--- src/logic/rpsp_pkg.sv ---
// Package with the shared constants and pad types of the ROM port and general pin control.
package rpsp_pkg;

  localparam int unsigned CLK_PERIOD_NS    = 20;
  localparam int unsigned RESET_MIN_NS     = 1000;
  localparam int unsigned RESET_MIN_CYC    = (RESET_MIN_NS + CLK_PERIOD_NS - 1) / CLK_PERIOD_NS;
  localparam int unsigned STRAP_SETTLE_CYC = 2;

  localparam logic [6:0]  ROM_CLK_SLOW_MHZ = 7'h1E;
  localparam logic [6:0]  ROM_CLK_FAST_MHZ = 7'h3C;

  localparam logic [15:0] ADDR_PIN_CFG     = 16'h0000;
  localparam logic [15:0] ADDR_PIN_OUT     = 16'h0004;
  localparam logic [15:0] ADDR_PIN_STAT    = 16'h0008;
  localparam logic [15:0] ADDR_ROM_CTL     = 16'h2400;

  localparam int unsigned CFG_GP1_POS      = 0;
  localparam int unsigned CFG_GP2_POS      = 2;
  localparam int unsigned CFG_GP5_POS      = 4;
  localparam logic [4:0]  CFG_RESET        = 5'h00;

  localparam int unsigned OUT_VAL_POS      = 0;
  localparam int unsigned OUT_OE_POS       = 4;
  localparam int unsigned OUT_LED_POS      = 8;
  localparam logic [8:0]  OUT_RESET        = 9'h000;

  localparam int unsigned STAT_LVL_POS     = 0;
  localparam int unsigned STAT_EDGE_POS    = 4;

  localparam int unsigned ROM_SPEED_POS    = 1;

  localparam logic [1:0]  GP1_GPIO         = 2'h0;
  localparam logic [1:0]  GP1_IRQ          = 2'h1;
  localparam logic [1:0]  GP1_LED          = 2'h2;
  localparam logic [1:0]  GP1_UART_TX      = 2'h3;
  localparam logic [1:0]  GP2_GPIO         = 2'h0;
  localparam logic [1:0]  GP2_IRQ          = 2'h1;
  localparam logic [1:0]  GP2_UART_RX      = 2'h2;
  localparam logic        GP5_GPIO         = 1'h0;
  localparam logic        GP5_TWI_DATA     = 1'h1;

  typedef struct packed {
    logic o;
    logic oe;
    logic pd_en;
  } rpsp_pad_out_t;

endpackage : rpsp_pkg

--- src/logic/rpsp_sync.sv ---
// Two-flop synchroniser for a group of pin inputs.
module rpsp_sync #(
  parameter int unsigned W = 1
) (
  input  wire logic         hclk,
  input  wire logic         hresetn,
  input  wire logic [W-1:0] d,
  output logic      [W-1:0] q
);

  logic [W-1:0] meta;
  logic [W-1:0] next_meta;
  logic [W-1:0] next_q;

  always_comb begin
    next_meta = d;
    next_q    = meta;
  end

  always_ff @(posedge hclk or negedge hresetn) begin
    if (!hresetn) begin
      meta <= '0;
      q    <= '0;
    end else begin
      meta <= next_meta;
      q    <= next_q;
    end
  end

endmodule : rpsp_sync

--- src/logic/rpsp_strap_latch.sv ---
// Speed strap capture after reset release; the latched value then holds until the next reset.
module rpsp_strap_latch
  import rpsp_pkg::*;
(
  input  wire logic hclk,
  input  wire logic hresetn,
  input  wire logic strap_sync,
  output logic      speed_fast,
  output logic      running
);

  typedef enum logic {RPSP_WAIT, RPSP_RUN} rpsp_strap_st_t;

  rpsp_strap_st_t state;
  rpsp_strap_st_t next_state;
  logic [1:0]     cnt;
  logic [1:0]     next_cnt;
  logic           next_speed_fast;

  // The synchroniser needs its two edges to carry a real pin sample, so capture waits for them.
  always_comb begin
    next_state      = state;
    next_cnt        = cnt;
    next_speed_fast = speed_fast;
    case (state)
      RPSP_WAIT: begin
        if (cnt == 2'(STRAP_SETTLE_CYC)) begin
          next_speed_fast = strap_sync;
          next_state      = RPSP_RUN;
        end else begin
          next_cnt = cnt + 2'h1;
        end
      end
      RPSP_RUN: begin
        next_state = RPSP_RUN;
      end
      default: begin
        next_state = RPSP_WAIT;
      end
    endcase
  end

  always_ff @(posedge hclk or negedge hresetn) begin
    if (!hresetn) begin
      state      <= RPSP_WAIT;
      cnt        <= 2'h0;
      speed_fast <= 1'b0;
    end else begin
      state      <= next_state;
      cnt        <= next_cnt;
      speed_fast <= next_speed_fast;
    end
  end

  assign running = (state == RPSP_RUN);

  a_strap_capture: assert property (@(posedge hclk) disable iff (!hresetn)
    (state == RPSP_WAIT && cnt == 2'(STRAP_SETTLE_CYC)) |=> (speed_fast == $past(strap_sync) && running))
    else $error("strap value not captured at the end of the settle time");

  a_latch_stable: assert property (@(posedge hclk) disable iff (!hresetn)
    running |=> (running && $stable(speed_fast)))
    else $error("latched speed changed without a reset");

endmodule : rpsp_strap_latch

--- src/logic/rpsp_pin_control.sv ---
// Top of the ROM port speed strap and general pin control, with its AHB-Lite register slave.
//
// Functional notes
// - During reset the strap pin is undriven with its weak pull-down on.
// - On reset release the strap pin level is captured into the speed latch.
// - After capture the strap pin becomes ROM data output, pull-down off.
// - Latched zero selects a 30 MHz ROM clock, one selects 60 MHz.
// - Latched one leaves the strap/data pin undriven during suspend.
// - Latched zero drives the strap/data pin low throughout suspend.
// - The ROM data input pin keeps its weak pull-down on at all times.
// - General pin five serves as two-wire EEPROM data when so configured.
// - General pin one: GPIO, edge interrupt input, indicator light or UART transmit.
// - General pin two: GPIO, edge interrupt input or UART receive.
// - The latched ROM speed reads back as a bit of the ROM port control register.
//
// Chosen here: the placing of the registers and the AHB-Lite slave port.
module rpsp_pin_control
  import rpsp_pkg::*;
(
  input  wire logic          hclk,
  input  wire logic          hresetn,
  input  wire logic          hsel,
  input  wire logic [31:0]   haddr,
  input  wire logic [1:0]    htrans,
  input  wire logic          hwrite,
  input  wire logic [2:0]    hsize,
  input  wire logic [31:0]   hwdata,
  input  wire logic          hready,
  output logic               hreadyout,
  output logic [31:0]        hrdata,
  output logic               hresp,
  input  wire logic          suspend,
  input  wire logic          rom_dout,
  input  wire logic          rom_dout_en,
  output logic               rom_speed_fast,
  output logic [6:0]         rom_clk_mhz,
  output logic               rom_data_rx,
  input  wire logic          rom_speed_strap_pin_level,
  output rpsp_pad_out_t      rom_speed_strap_pin,
  input  wire logic          rom_serial_data_in_level,
  output logic               rom_serial_data_in_pd_en,
  input  wire logic          uart_txd,
  output logic               uart_rxd,
  input  wire logic          twi_sda_drive_low,
  output logic               twi_sda_rx,
  input  wire logic          general_pin_one_level,
  output rpsp_pad_out_t      general_pin_one,
  input  wire logic          general_pin_two_level,
  output rpsp_pad_out_t      general_pin_two,
  input  wire logic          general_pin_five_level,
  output rpsp_pad_out_t      general_pin_five
);

  logic       strap_sync;
  logic       running;
  logic [3:0] pin_sync;
  logic       gp1_in;
  logic       gp2_in;
  logic       gp5_in;

  rpsp_sync #(.W(5)) u_sync (
    .hclk    (hclk),
    .hresetn (hresetn),
    .d       ({rom_serial_data_in_level, general_pin_five_level, general_pin_two_level, general_pin_one_level,
                rom_speed_strap_pin_level}),
    .q       ({pin_sync, strap_sync})
  );

  assign gp1_in      = pin_sync[0];
  assign gp2_in      = pin_sync[1];
  assign gp5_in      = pin_sync[2];
  assign rom_data_rx = pin_sync[3];

  rpsp_strap_latch u_strap (
    .hclk       (hclk),
    .hresetn    (hresetn),
    .strap_sync (strap_sync),
    .speed_fast (rom_speed_fast),
    .running    (running)
  );

  // Register state.
  logic [4:0]  cfg;
  logic [8:0]  pin_out;
  logic [2:0]  edge_flag;
  logic [2:0]  in_prev;
  logic        dp_write;
  logic [15:0] dp_addr;
  logic [6:0]  next_clk_mhz;
  logic [4:0]  next_cfg;
  logic [8:0]  next_pin_out;
  logic [2:0]  next_edge_flag;
  logic [2:0]  next_in_prev;
  logic        next_dp_write;
  logic [15:0] next_dp_addr;
  logic [31:0] next_hrdata;
  logic        ap_take;
  logic [2:0]  rise;
  logic [2:0]  irq_mode;
  logic [2:0]  w1c;
  logic [1:0]  gp1_mode;
  logic [1:0]  gp2_mode;
  logic        gp5_mode;

  function automatic logic hit(input logic [15:0] a, input logic [15:0] off);
    hit = (a[15:2] == off[15:2]);
  endfunction : hit

  assign gp1_mode = cfg[CFG_GP1_POS +: 2];
  assign gp2_mode = cfg[CFG_GP2_POS +: 2];
  assign gp5_mode = cfg[CFG_GP5_POS];

  // Only word transfers exist on this bus, so byte lanes are not decoded.
  assign ap_take   = hsel && htrans[1] && hready;
  assign hreadyout = 1'b1;
  assign hresp     = 1'b0;

  assign irq_mode = {1'b0, gp2_mode == GP2_IRQ, gp1_mode == GP1_IRQ};
  assign rise     = {gp5_in, gp2_in, gp1_in} & ~in_prev & irq_mode;
  assign w1c      = (dp_write && hit(dp_addr, ADDR_PIN_STAT)) ? hwdata[STAT_EDGE_POS +: 3] : 3'h0;

  always_comb begin
    next_cfg       = cfg;
    next_pin_out   = pin_out;
    next_in_prev   = {gp5_in, gp2_in, gp1_in};
    // A new edge in the cycle of its clear still leaves the flag set.
    next_edge_flag = (edge_flag & ~w1c) | rise;
    next_dp_write  = ap_take && hwrite;
    next_dp_addr   = ap_take ? haddr[15:0] : dp_addr;
    next_hrdata    = hrdata;
    next_clk_mhz   = rom_speed_fast ? ROM_CLK_FAST_MHZ : ROM_CLK_SLOW_MHZ;
    if (dp_write && hit(dp_addr, ADDR_PIN_CFG)) begin
      next_cfg = hwdata[4:0];
    end
    if (dp_write && hit(dp_addr, ADDR_PIN_OUT)) begin
      next_pin_out = hwdata[8:0];
    end
    if (ap_take && !hwrite) begin
      next_hrdata = 32'h0000_0000;
      if (hit(haddr[15:0], ADDR_PIN_CFG)) begin
        next_hrdata[4:0] = cfg;
      end
      if (hit(haddr[15:0], ADDR_PIN_OUT)) begin
        next_hrdata[8:0] = pin_out;
      end
      if (hit(haddr[15:0], ADDR_PIN_STAT)) begin
        next_hrdata[STAT_LVL_POS +: 3]  = {gp5_in, gp2_in, gp1_in};
        next_hrdata[STAT_EDGE_POS +: 3] = edge_flag;
      end
      if (hit(haddr[15:0], ADDR_ROM_CTL)) begin
        next_hrdata[ROM_SPEED_POS] = rom_speed_fast;
      end
    end
  end

  always_ff @(posedge hclk or negedge hresetn) begin
    if (!hresetn) begin
      cfg         <= CFG_RESET;
      pin_out     <= OUT_RESET;
      edge_flag   <= 3'h0;
      in_prev     <= 3'h0;
      dp_write    <= 1'b0;
      dp_addr     <= 16'h0000;
      hrdata      <= 32'h0000_0000;
      rom_clk_mhz <= ROM_CLK_SLOW_MHZ;
    end else begin
      cfg         <= next_cfg;
      pin_out     <= next_pin_out;
      edge_flag   <= next_edge_flag;
      in_prev     <= next_in_prev;
      dp_write    <= next_dp_write;
      dp_addr     <= next_dp_addr;
      hrdata      <= next_hrdata;
      rom_clk_mhz <= next_clk_mhz;
    end
  end

  // Pad steering.
  always_comb begin
    rom_speed_strap_pin = '{o: 1'b0, oe: 1'b0, pd_en: 1'b1};
    if (running) begin
      rom_speed_strap_pin.pd_en = 1'b0;
      if (suspend) begin
        // A fast strap has an external pull-up, so driving low would burn current against it.
        rom_speed_strap_pin.oe = !rom_speed_fast;
      end else begin
        rom_speed_strap_pin.o  = rom_dout;
        rom_speed_strap_pin.oe = rom_dout_en;
      end
    end
  end

  assign rom_serial_data_in_pd_en = 1'b1;

  always_comb begin
    general_pin_one = '{o: pin_out[OUT_VAL_POS], oe: pin_out[OUT_OE_POS], pd_en: 1'b0};
    case (gp1_mode)
      GP1_IRQ:     general_pin_one.oe = 1'b0;
      GP1_LED:     general_pin_one = '{o: pin_out[OUT_LED_POS], oe: 1'b1, pd_en: 1'b0};
      GP1_UART_TX: general_pin_one = '{o: uart_txd, oe: 1'b1, pd_en: 1'b0};
      default:     general_pin_one.oe = pin_out[OUT_OE_POS];
    endcase
  end

  always_comb begin
    general_pin_two = '{o: pin_out[OUT_VAL_POS + 1], oe: pin_out[OUT_OE_POS + 1], pd_en: 1'b0};
    uart_rxd        = 1'b1;
    case (gp2_mode)
      GP2_IRQ:     general_pin_two.oe = 1'b0;
      GP2_UART_RX: begin
        general_pin_two.oe = 1'b0;
        uart_rxd           = gp2_in;
      end
      default:     general_pin_two.oe = pin_out[OUT_OE_POS + 1];
    endcase
  end

  // The two-wire data line is open drain: it only ever pulls low.
  always_comb begin
    general_pin_five = '{o: pin_out[OUT_VAL_POS + 2], oe: pin_out[OUT_OE_POS + 2], pd_en: 1'b0};
    twi_sda_rx       = 1'b1;
    if (gp5_mode == GP5_TWI_DATA) begin
      general_pin_five = '{o: 1'b0, oe: twi_sda_drive_low, pd_en: 1'b0};
      twi_sda_rx       = gp5_in;
    end
  end

  a_strap_reset_hiz: assert property (@(posedge hclk) disable iff (!hresetn)
    !running |-> (!rom_speed_strap_pin.oe && rom_speed_strap_pin.pd_en))
    else $error("strap pin driven or pull-down off before capture");

  a_dout_after_capture: assert property (@(posedge hclk) disable iff (!hresetn)
    (running && !suspend) |-> (!rom_speed_strap_pin.pd_en && rom_speed_strap_pin.o == rom_dout
      && rom_speed_strap_pin.oe == rom_dout_en))
    else $error("strap pin not serving as ROM data output");

  a_speed_clock_map: assert property (@(posedge hclk) disable iff (!hresetn)
    running ##1 running |-> (rom_clk_mhz == (rom_speed_fast ? 7'h3C : 7'h1E)))
    else $error("ROM clock rate does not match latched speed");

  a_suspend_hiz: assert property (@(posedge hclk) disable iff (!hresetn)
    (running && suspend && rom_speed_fast) |-> !rom_speed_strap_pin.oe)
    else $error("strap pin driven in suspend with fast strap");

  a_suspend_low: assert property (@(posedge hclk) disable iff (!hresetn)
    (running && suspend && !rom_speed_fast) |-> (rom_speed_strap_pin.oe && !rom_speed_strap_pin.o))
    else $error("strap pin not driven low in suspend with slow strap");

  a_din_pulldown: assert property (@(posedge hclk) disable iff (!hresetn)
    rom_serial_data_in_pd_en)
    else $error("ROM data input pull-down dropped");

  a_twi_open_drain: assert property (@(posedge hclk) disable iff (!hresetn)
    (gp5_mode == GP5_TWI_DATA) |-> (!general_pin_five.o && general_pin_five.oe == twi_sda_drive_low
      && twi_sda_rx == gp5_in))
    else $error("two-wire data line not open drain");

  a_uart_tx_pin: assert property (@(posedge hclk) disable iff (!hresetn)
    (gp1_mode == GP1_UART_TX) |-> (general_pin_one.oe && general_pin_one.o == uart_txd))
    else $error("general pin one not carrying UART transmit");

  a_uart_rx_pin: assert property (@(posedge hclk) disable iff (!hresetn)
    (gp2_mode == GP2_UART_RX) |-> (!general_pin_two.oe && uart_rxd == gp2_in))
    else $error("general pin two not feeding UART receive");

  a_speed_readback: assert property (@(posedge hclk) disable iff (!hresetn)
    (ap_take && !hwrite && hit(haddr[15:0], ADDR_ROM_CTL) && running)
      |=> (hrdata == {30'h0, rom_speed_fast, 1'b0}))
    else $error("ROM port control read does not show latched speed");

  a_edge_sticky: assert property (@(posedge hclk) disable iff (!hresetn)
    (rise[0] && gp1_mode == GP1_IRQ) |=> edge_flag[0])
    else $error("edge on general pin one lost");

  // Set beats clear, so a clear with no new edge must empty the flag one edge later.
  a_flag_clear: assert property (@(posedge hclk) disable iff (!hresetn)
    (w1c[0] && !rise[0]) |=> !edge_flag[0])
    else $error("edge flag of pin one not cleared");

  a_edge_pin_two: assert property (@(posedge hclk) disable iff (!hresetn)
    (rise[1] && gp2_mode == GP2_IRQ) |=> edge_flag[1])
    else $error("edge on general pin two lost");

  a_no_flag_five: assert property (@(posedge hclk) disable iff (!hresetn)
    !edge_flag[2])
    else $error("general pin five raised an edge flag");

  a_irq_one_input: assert property (@(posedge hclk) disable iff (!hresetn)
    (gp1_mode == GP1_IRQ) |-> !general_pin_one.oe)
    else $error("general pin one driven in interrupt mode");

  a_irq_two_input: assert property (@(posedge hclk) disable iff (!hresetn)
    (gp2_mode == GP2_IRQ) |-> !general_pin_two.oe)
    else $error("general pin two driven in interrupt mode");

  a_led_pin_one: assert property (@(posedge hclk) disable iff (!hresetn)
    (gp1_mode == GP1_LED) |-> (general_pin_one.oe && general_pin_one.o == pin_out[OUT_LED_POS]))
    else $error("general pin one not showing the indicator level");

  a_gpio_pin_one: assert property (@(posedge hclk) disable iff (!hresetn)
    (gp1_mode == GP1_GPIO) |-> (general_pin_one.o == pin_out[OUT_VAL_POS]
      && general_pin_one.oe == pin_out[OUT_OE_POS]))
    else $error("general pin one not following its output register");

  a_rx_idle_high: assert property (@(posedge hclk) disable iff (!hresetn)
    (gp2_mode != GP2_UART_RX) |-> uart_rxd)
    else $error("UART receive not idle outside receive mode");

endmodule : rpsp_pin_control

--- config.mk ---
export PLATFORM = sky130hd
export DESIGN_NAME = rpsp_pin_control
export DESIGN_NICKNAME = d
export VERILOG_FILES = /design/src/logic/rpsp_pkg.sv /design/src/logic/rpsp_sync.sv /design/src/logic/rpsp_strap_latch.sv /design/src/logic/rpsp_pin_control.sv
export SDC_FILE = /design/constraint.sdc
export NUM_CORES = 1
export LEC_CHECK = 0
export ABC_AREA = 1
export ABC_CLOCK_PERIOD_IN_PS = 1400
export BUFFER_PORTS_ARGS = -buffer_cell sky130_fd_sc_hd__buf_2
export CORE_AREA = 2 2 99 82
export DETAILED_ROUTE_END_ITERATION = 16
export DIE_AREA = 0 0 101 84
export GPL_ROUTABILITY_DRIVEN = 0
export PLACE_DENSITY = 0.7
export SLEW_MARGIN = 20
export SYNTH_ARGS = -nofsm -noshare
export SYNTH_HDL_FRONTEND = slang
export SYNTH_SLANG_ARGS = --single-unit
--- constraint.sdc ---
create_clock -name hclk -period 1.4 [get_ports hclk]
set_clock_uncertainty 0.15 [all_clocks]
set_input_delay 0.21 -clock hclk [delete_from_list [all_inputs] [get_ports hclk]]
set_output_delay 0.21 -clock hclk [all_outputs]
set_load 0.01 [all_outputs]
---- Word level (Yosys, flattened, before mapping) ----
Cells that the tools add are included.
cells by class
  reduce and logical (&&, ||, !) cells .... 15
  equal/unequal tests ..................... 11
  bitwise gates (word level) .............. 8
  add/subtract/negate cells ............... 1
  muxes and demuxes ....................... 18
operator list
  cell                  count
  $eq 14x1->1 const B   2
  $eq 14x2->1 const B   2
  $logic_not 14->1      2
  $mux 3                5
  $eq 14x12->1 const B  1
  $mux 9                1
  $eq 2x2->1 const B    4
  $logic_and 1x1->1     7
  $mux 1                7
  $and 3x3->3           2
  $mux 6                1
  $not 3->3             2
  $pmux 1 s2            3
  $mux 5                1
  $eq 2x1->1 const B    2
  $reduce_and 2->1      2
  $reduce_or 2->1       2
  $and 3x2->3           1
  $or 3x3->3            1
  $add 2x1->2 const B   1
  $logic_not 1->1       2
  $not 1->1             2
word-level totals
  output and inout bits ................... 58
  word-level logic and storage cells ...... 66
  input port bits ......................... 84
  bits in registers ....................... 66

---- Logic depth before layout (Yosys ltp) ----
  depth after elaboration ................. 6
  gate-level depth with buffers ........... 10
  depth with buffers taken out ............ 10

---- Modules after synthesis ----
A second synthesis with hierarchy kept.
unflattened totals
  cell total of the unflattened synthesis .. 333
  area total of the unflattened synthesis .. 2917.8 um^2
by module, submodules not included
  module            area an instance (um^2)  cells each  sequential area each (um^2)  instances
  rpsp_pin_control  2492.4                   303         1127.3                       1
  rpsp_sync         250.2                    10          250.2                        1
  rpsp_strap_latch  175.2                    20          100.1                        1

---- Worst setup path after synthesis ----
No wires, ideal clock.
  path type ............................... reg2reg
  from .................................... register dp_addr[9]
  to ...................................... register pin_out[5]
  setup time .............................. 0.117 ns
  arrival ................................. 1.082 ns
  path buffers ............................ 1
  cell stages (with the launch flop) ...... 8
  clock period less this slack ............ 1.349 ns
  data required time ...................... 1.133 ns
  setup slack ............................. 0.051 ns
  cells stage by stage .................... dfrtp_1 -> nor2_2 -> nand2_2 -> nor2_4 -> nand4_4 -> buf_6 -> nand2_2 -> o21ai_2
between the ends
  word-level cells in the longest chain between the ends .. 2
RTL lines
  item                    line                     RTL
  start, declared         rpsp_pin_control.sv:88   logic [15:0] dp_addr;
  start signal, assigned  rpsp_pin_control.sv:172  dp_addr <= next_dp_addr;
  $eq 14x1->1             rpsp_pin_control.sv:106  hit = (a[15:2] == off[15:2]);
  $logic_and 1x1->1       rpsp_pin_control.sv:135  if (dp_write && hit(dp_addr, ADDR_PIN_OUT)) begin
  end signal, assigned    rpsp_pin_control.sv:168  pin_out <= next_pin_out;
  end, declared           rpsp_pin_control.sv:84   logic [8:0] pin_out;
No other way between the ends.
A chain may end at the register's enable or synchronous reset.

==> out/results.ini <==
[detailed_routing]
post-route-drc-count = 0
drt-wirelength-per-cell_um = 12.1
drt-pass1-iter-count = 4
postRouteAntennaNets = 0
route.final.wire_length_um = 6560
via_per_inst = 4.38
dr.first_iter.drc_count = 161
routed-via-count = 2380

[global_route]
grt_antenna_before_repair = 0
grt_overflow = 0
globalRouteTotalUtil_pct = 16.7
grt_pass1_vias = 2389
wire_length_of_the_first_global_routing_pass_um = 10900
maximum_number_of_pins_on_one_net_before_global_route_repair = 60

[pwr]
total_power_mw = 4.52
power.ir.vdd_worst_mv = 0.534
clkPwrFrac_pct = 42.1
power.sequential.fraction_pct = 42.6
internal-power_mw = 3.38
power_switching_mw = 1.14
power-per-cell-area_mw_per_mm2 = 1130
leakage_nw = 2.13
netSwitchingFraction_pct = 25.2
power.combinational.fraction_pct = 15.3

[floorplan]
core_area_mm2 = 0.00762
io_pins = 142
placement_row_count = 29
initial_core_util_pct = 38.0
die_outline_area_mm2 = 0.00848
die_w_um = 101
die_height_um = 84

[critical_path]
crit_path_max_incr_delay_ns = 0.39
critical_path.startpoint_type = flop
ff2ff_setup_slack_ns = -0.06
worst_setup_path_end_kind = output pin
crit_fanout = 2
cp_cell_sequence = ha_1, nand2_1, inv_1, buf_2
worst_r2r_startpoint = dp_addr[9]$_DFFE_PN0P_
ff2ff_path_depth = 7
timing.critical_path.depth = 4
worst_path_dominant_cell_family = flip-flops
crit_buf_inv = 2
critical_path.endpoint = general_pin_two[1]
timing.critical_path.arrival_ns = 1.24
timing_worst_setup_path_type = reg2out
worst_path_required_ns = 1.04
regToRegEndpoint = cfg[3]$_DFFE_PN0P_
cp-startpoint = cfg[3]$_DFFE_PN0P_
worst_path_max_delay_cell = dfrtp_1

[cells_and_area]
final-instance-count-excl-fill = 544
final_net_count = 533
postLayoutCellArea_mm2 = 0.00398
synthesis_to_layout_area_growth_pct = 37.4
final_layout_size_suffix_gt1_share_pct = 35.0
filler_cell_count = 689
n_antenna_cell = 0
final_util_pct = 52.3

[cts]
tritoncts = done
clk_pin_slew_ns = 0.07
maximum_buffer_depth_of_the_clock_tree = 2
cts_num_sinks = 59
cts_inserted_buffers = 9
worst_skew_pair.late_latency_ns = 0.34
root_buffer = clkbuf_8
cts.htree.levels = 3

[timing]
crit_share_post_route_pct = 114
fmax_ghz = 0.624
setup_viol = 16
setup_repair_after_global_routing_missed_its_margin = true
final-max-slew-violation-count = 0
layout_min_cycle_time_ns = 1.60
final_critical_path_setup_slack_ns = -0.202
timing.setup.tns_ns = -0.905
timing.final.hold_violations = 0
hold_slack_ns = 0.0129

[placed_design]
place_hpwl_um = 4390
io_buffers = 62
placedInstanceArea_mm2 = 0.00332
numPlacedInstances = 491
pre_cts_ws_ns = -0.0439

[min_path]
hp_start = hwdata[2]
holdCritPathClass = in2reg

[synthesis]
post_synth_inst_count = 326
synthFlopType = dfrtp_1
synth-seq-area-share_pct = 51.0
synth-edff-count = 0
synth_async_sr_flop_share_pct = 100
synth_warnings = 0
post_synth.cell_area_avg_um2 = 8.89
synth.ff_latch_count = 59
post_synth_instance_area_mm2 = 0.00290
post_synth_num_cell_types = 31

[run_status]
result_of_the_run = finished, violations left
violations = setup timing

[flow_run]
maxCapViolations = 0

==> cell usage in the layout, fill, tap and decap left out, types with 2 or more instances in the layout <==
| cell | count |
|---|---|
| nor2_2 | 9 |
| nand4_1 | 2 |
| bufinv_16 | 3 |
| clkbuf_8 | 10 |
| buf_4 | 24 |
| nand2_2 | 11 |
| dfrtp_2 | 2 |
| nor2_1 | 15 |
| dfrtp_1 | 56 |
| ha_1 | 3 |
| inv_1 | 29 |
| clkinv_2 | 3 |
| dlygate4sd3_1 | 24 |
| nand3_1 | 17 |
| nor2_4 | 5 |
| buf_2 | 61 |
| a21oi_1 | 3 |
| nand3_2 | 2 |
| o21ai_2 | 9 |
| conb_1 | 34 |
| nand3_4 | 3 |
| nand2_1 | 90 |
| buf_6 | 4 |
| inv_2 | 4 |
| buf_12 | 3 |
| o21ai_0 | 5 |
| o21ai_1 | 10 |
==> per-layer routing <==
layer | vias to the layer above | share of wire, % | GRT usage (%)
met2 | 72 | 48 | 27.2
met1 | 1105 | 45 | 21.4
met3 | 11 | 5.3 | 4.10
met4 | 0 | 1.6 | 6.39
li1 | 1192 | - | -
met5 | - | 0 | 0
==> cells in the mapped netlist (all sizes together), types with 2 or more instances <==
cell	count	area share (%)
dfrtp	58	50
inv	33	4.3
buf	40	10
nand3	21	4.6
nand4	3	1.2
conb	2	0.26
ha	3	1.3
o21ai	24	4.9
nand2	101	13
nor2	29	5.5
a21oi	3	0.52
==> worst register-to-register path, stage by stage (launching register included) <==
cell	delay, ns
dfrtp_1	0.39
nor2_2	0.12
nand2_2	0.11
nor3_4	0.15
buf_6	0.16
nand3_4	0.12
nand2_2	0.10
o21ai_2	0.05
==> kinds of logic (layout without fill, tap and decap cells) <==
family | Yosys count | after routing | share of synthesized area (%)
AOI/OAI and AO/OA | 31 | 31 | 6.43
xor gates and xnor gates | 1 | 1 | 0.302
adders and majority gates | 3 | 3 | 1.29
buffers and inverters | 74 | 166 | 14.8
DFF | 59 | 59 | 51.0
other | 2 | 34 | 0.259
and+or+nand+nor | 156 | 157 | 25.9
==> worst min path at each step <==
stage                              to  cells after the start
5_1_grt        pin_out[2]$_DFFE_PN0P_                      3
3_5_place_dp    hrdata[6]$_DFFE_PN0P_                      2
6_report       pin_out[2]$_DFFE_PN0P_                      3
2_1_floorplan      cfg[0]$_DFFE_PN0P_                      0
3_3_place_gp    hrdata[8]$_DFFE_PN0P_                      2
4_1_cts        pin_out[2]$_DFFE_PN0P_                      3
==> area by class of cell <==
type                       count  area (um2)  area share, %
sequential                    59        1480           37.2
multi-input combinational    226        1190           29.8
timing repair buffer         116         831           20.9
clock buffer                  11         141           3.55
inverter                      34         129           3.23
tap                           93         116           2.92
clock inverter                 5         100           2.51
==> what timing repair did <==
action / CTS / global route
gates cloned: 1 / 0
buffers inserted: 7 / 5
gates resized for setup: 14 / 16
setup endpoints to repair: 20 / 26
hold buffers: 24 / 0
endpoints found under the hold margin: 84 / 0
pin swaps: 12 / 4
==> flip-flops by register name, summed over array words and instances, names as in the netlist <==
signal              cells
rom_clk_mhz             2
u_sync.q                5
u_strap.speed_fast      1
u_strap.running         1
edge_flag               3
u_strap.cnt             2
cfg                     5
dp_addr                14
dp_write                1
in_prev                 2
pin_out                 9
u_sync.meta             5
hrdata                  9
==> power groups by stage <==
| stage | logic, mW | registers, mW | clock network [mW] |
|---|---|---|---|
| finish | 0.693 | 1.92 | 1.90 |
| detailed placement | 0.557 | 1.95 | 0 |
| CTS | 0.663 | 1.92 | 1.94 |
| global route | 0.780 | 1.94 | 2.01 |
| global placement | 0.549 | 1.94 | 0 |
| floorplan | 0.378 | 1.94 | 0 |
Note: power is estimated with default switching activity, not from simulation.
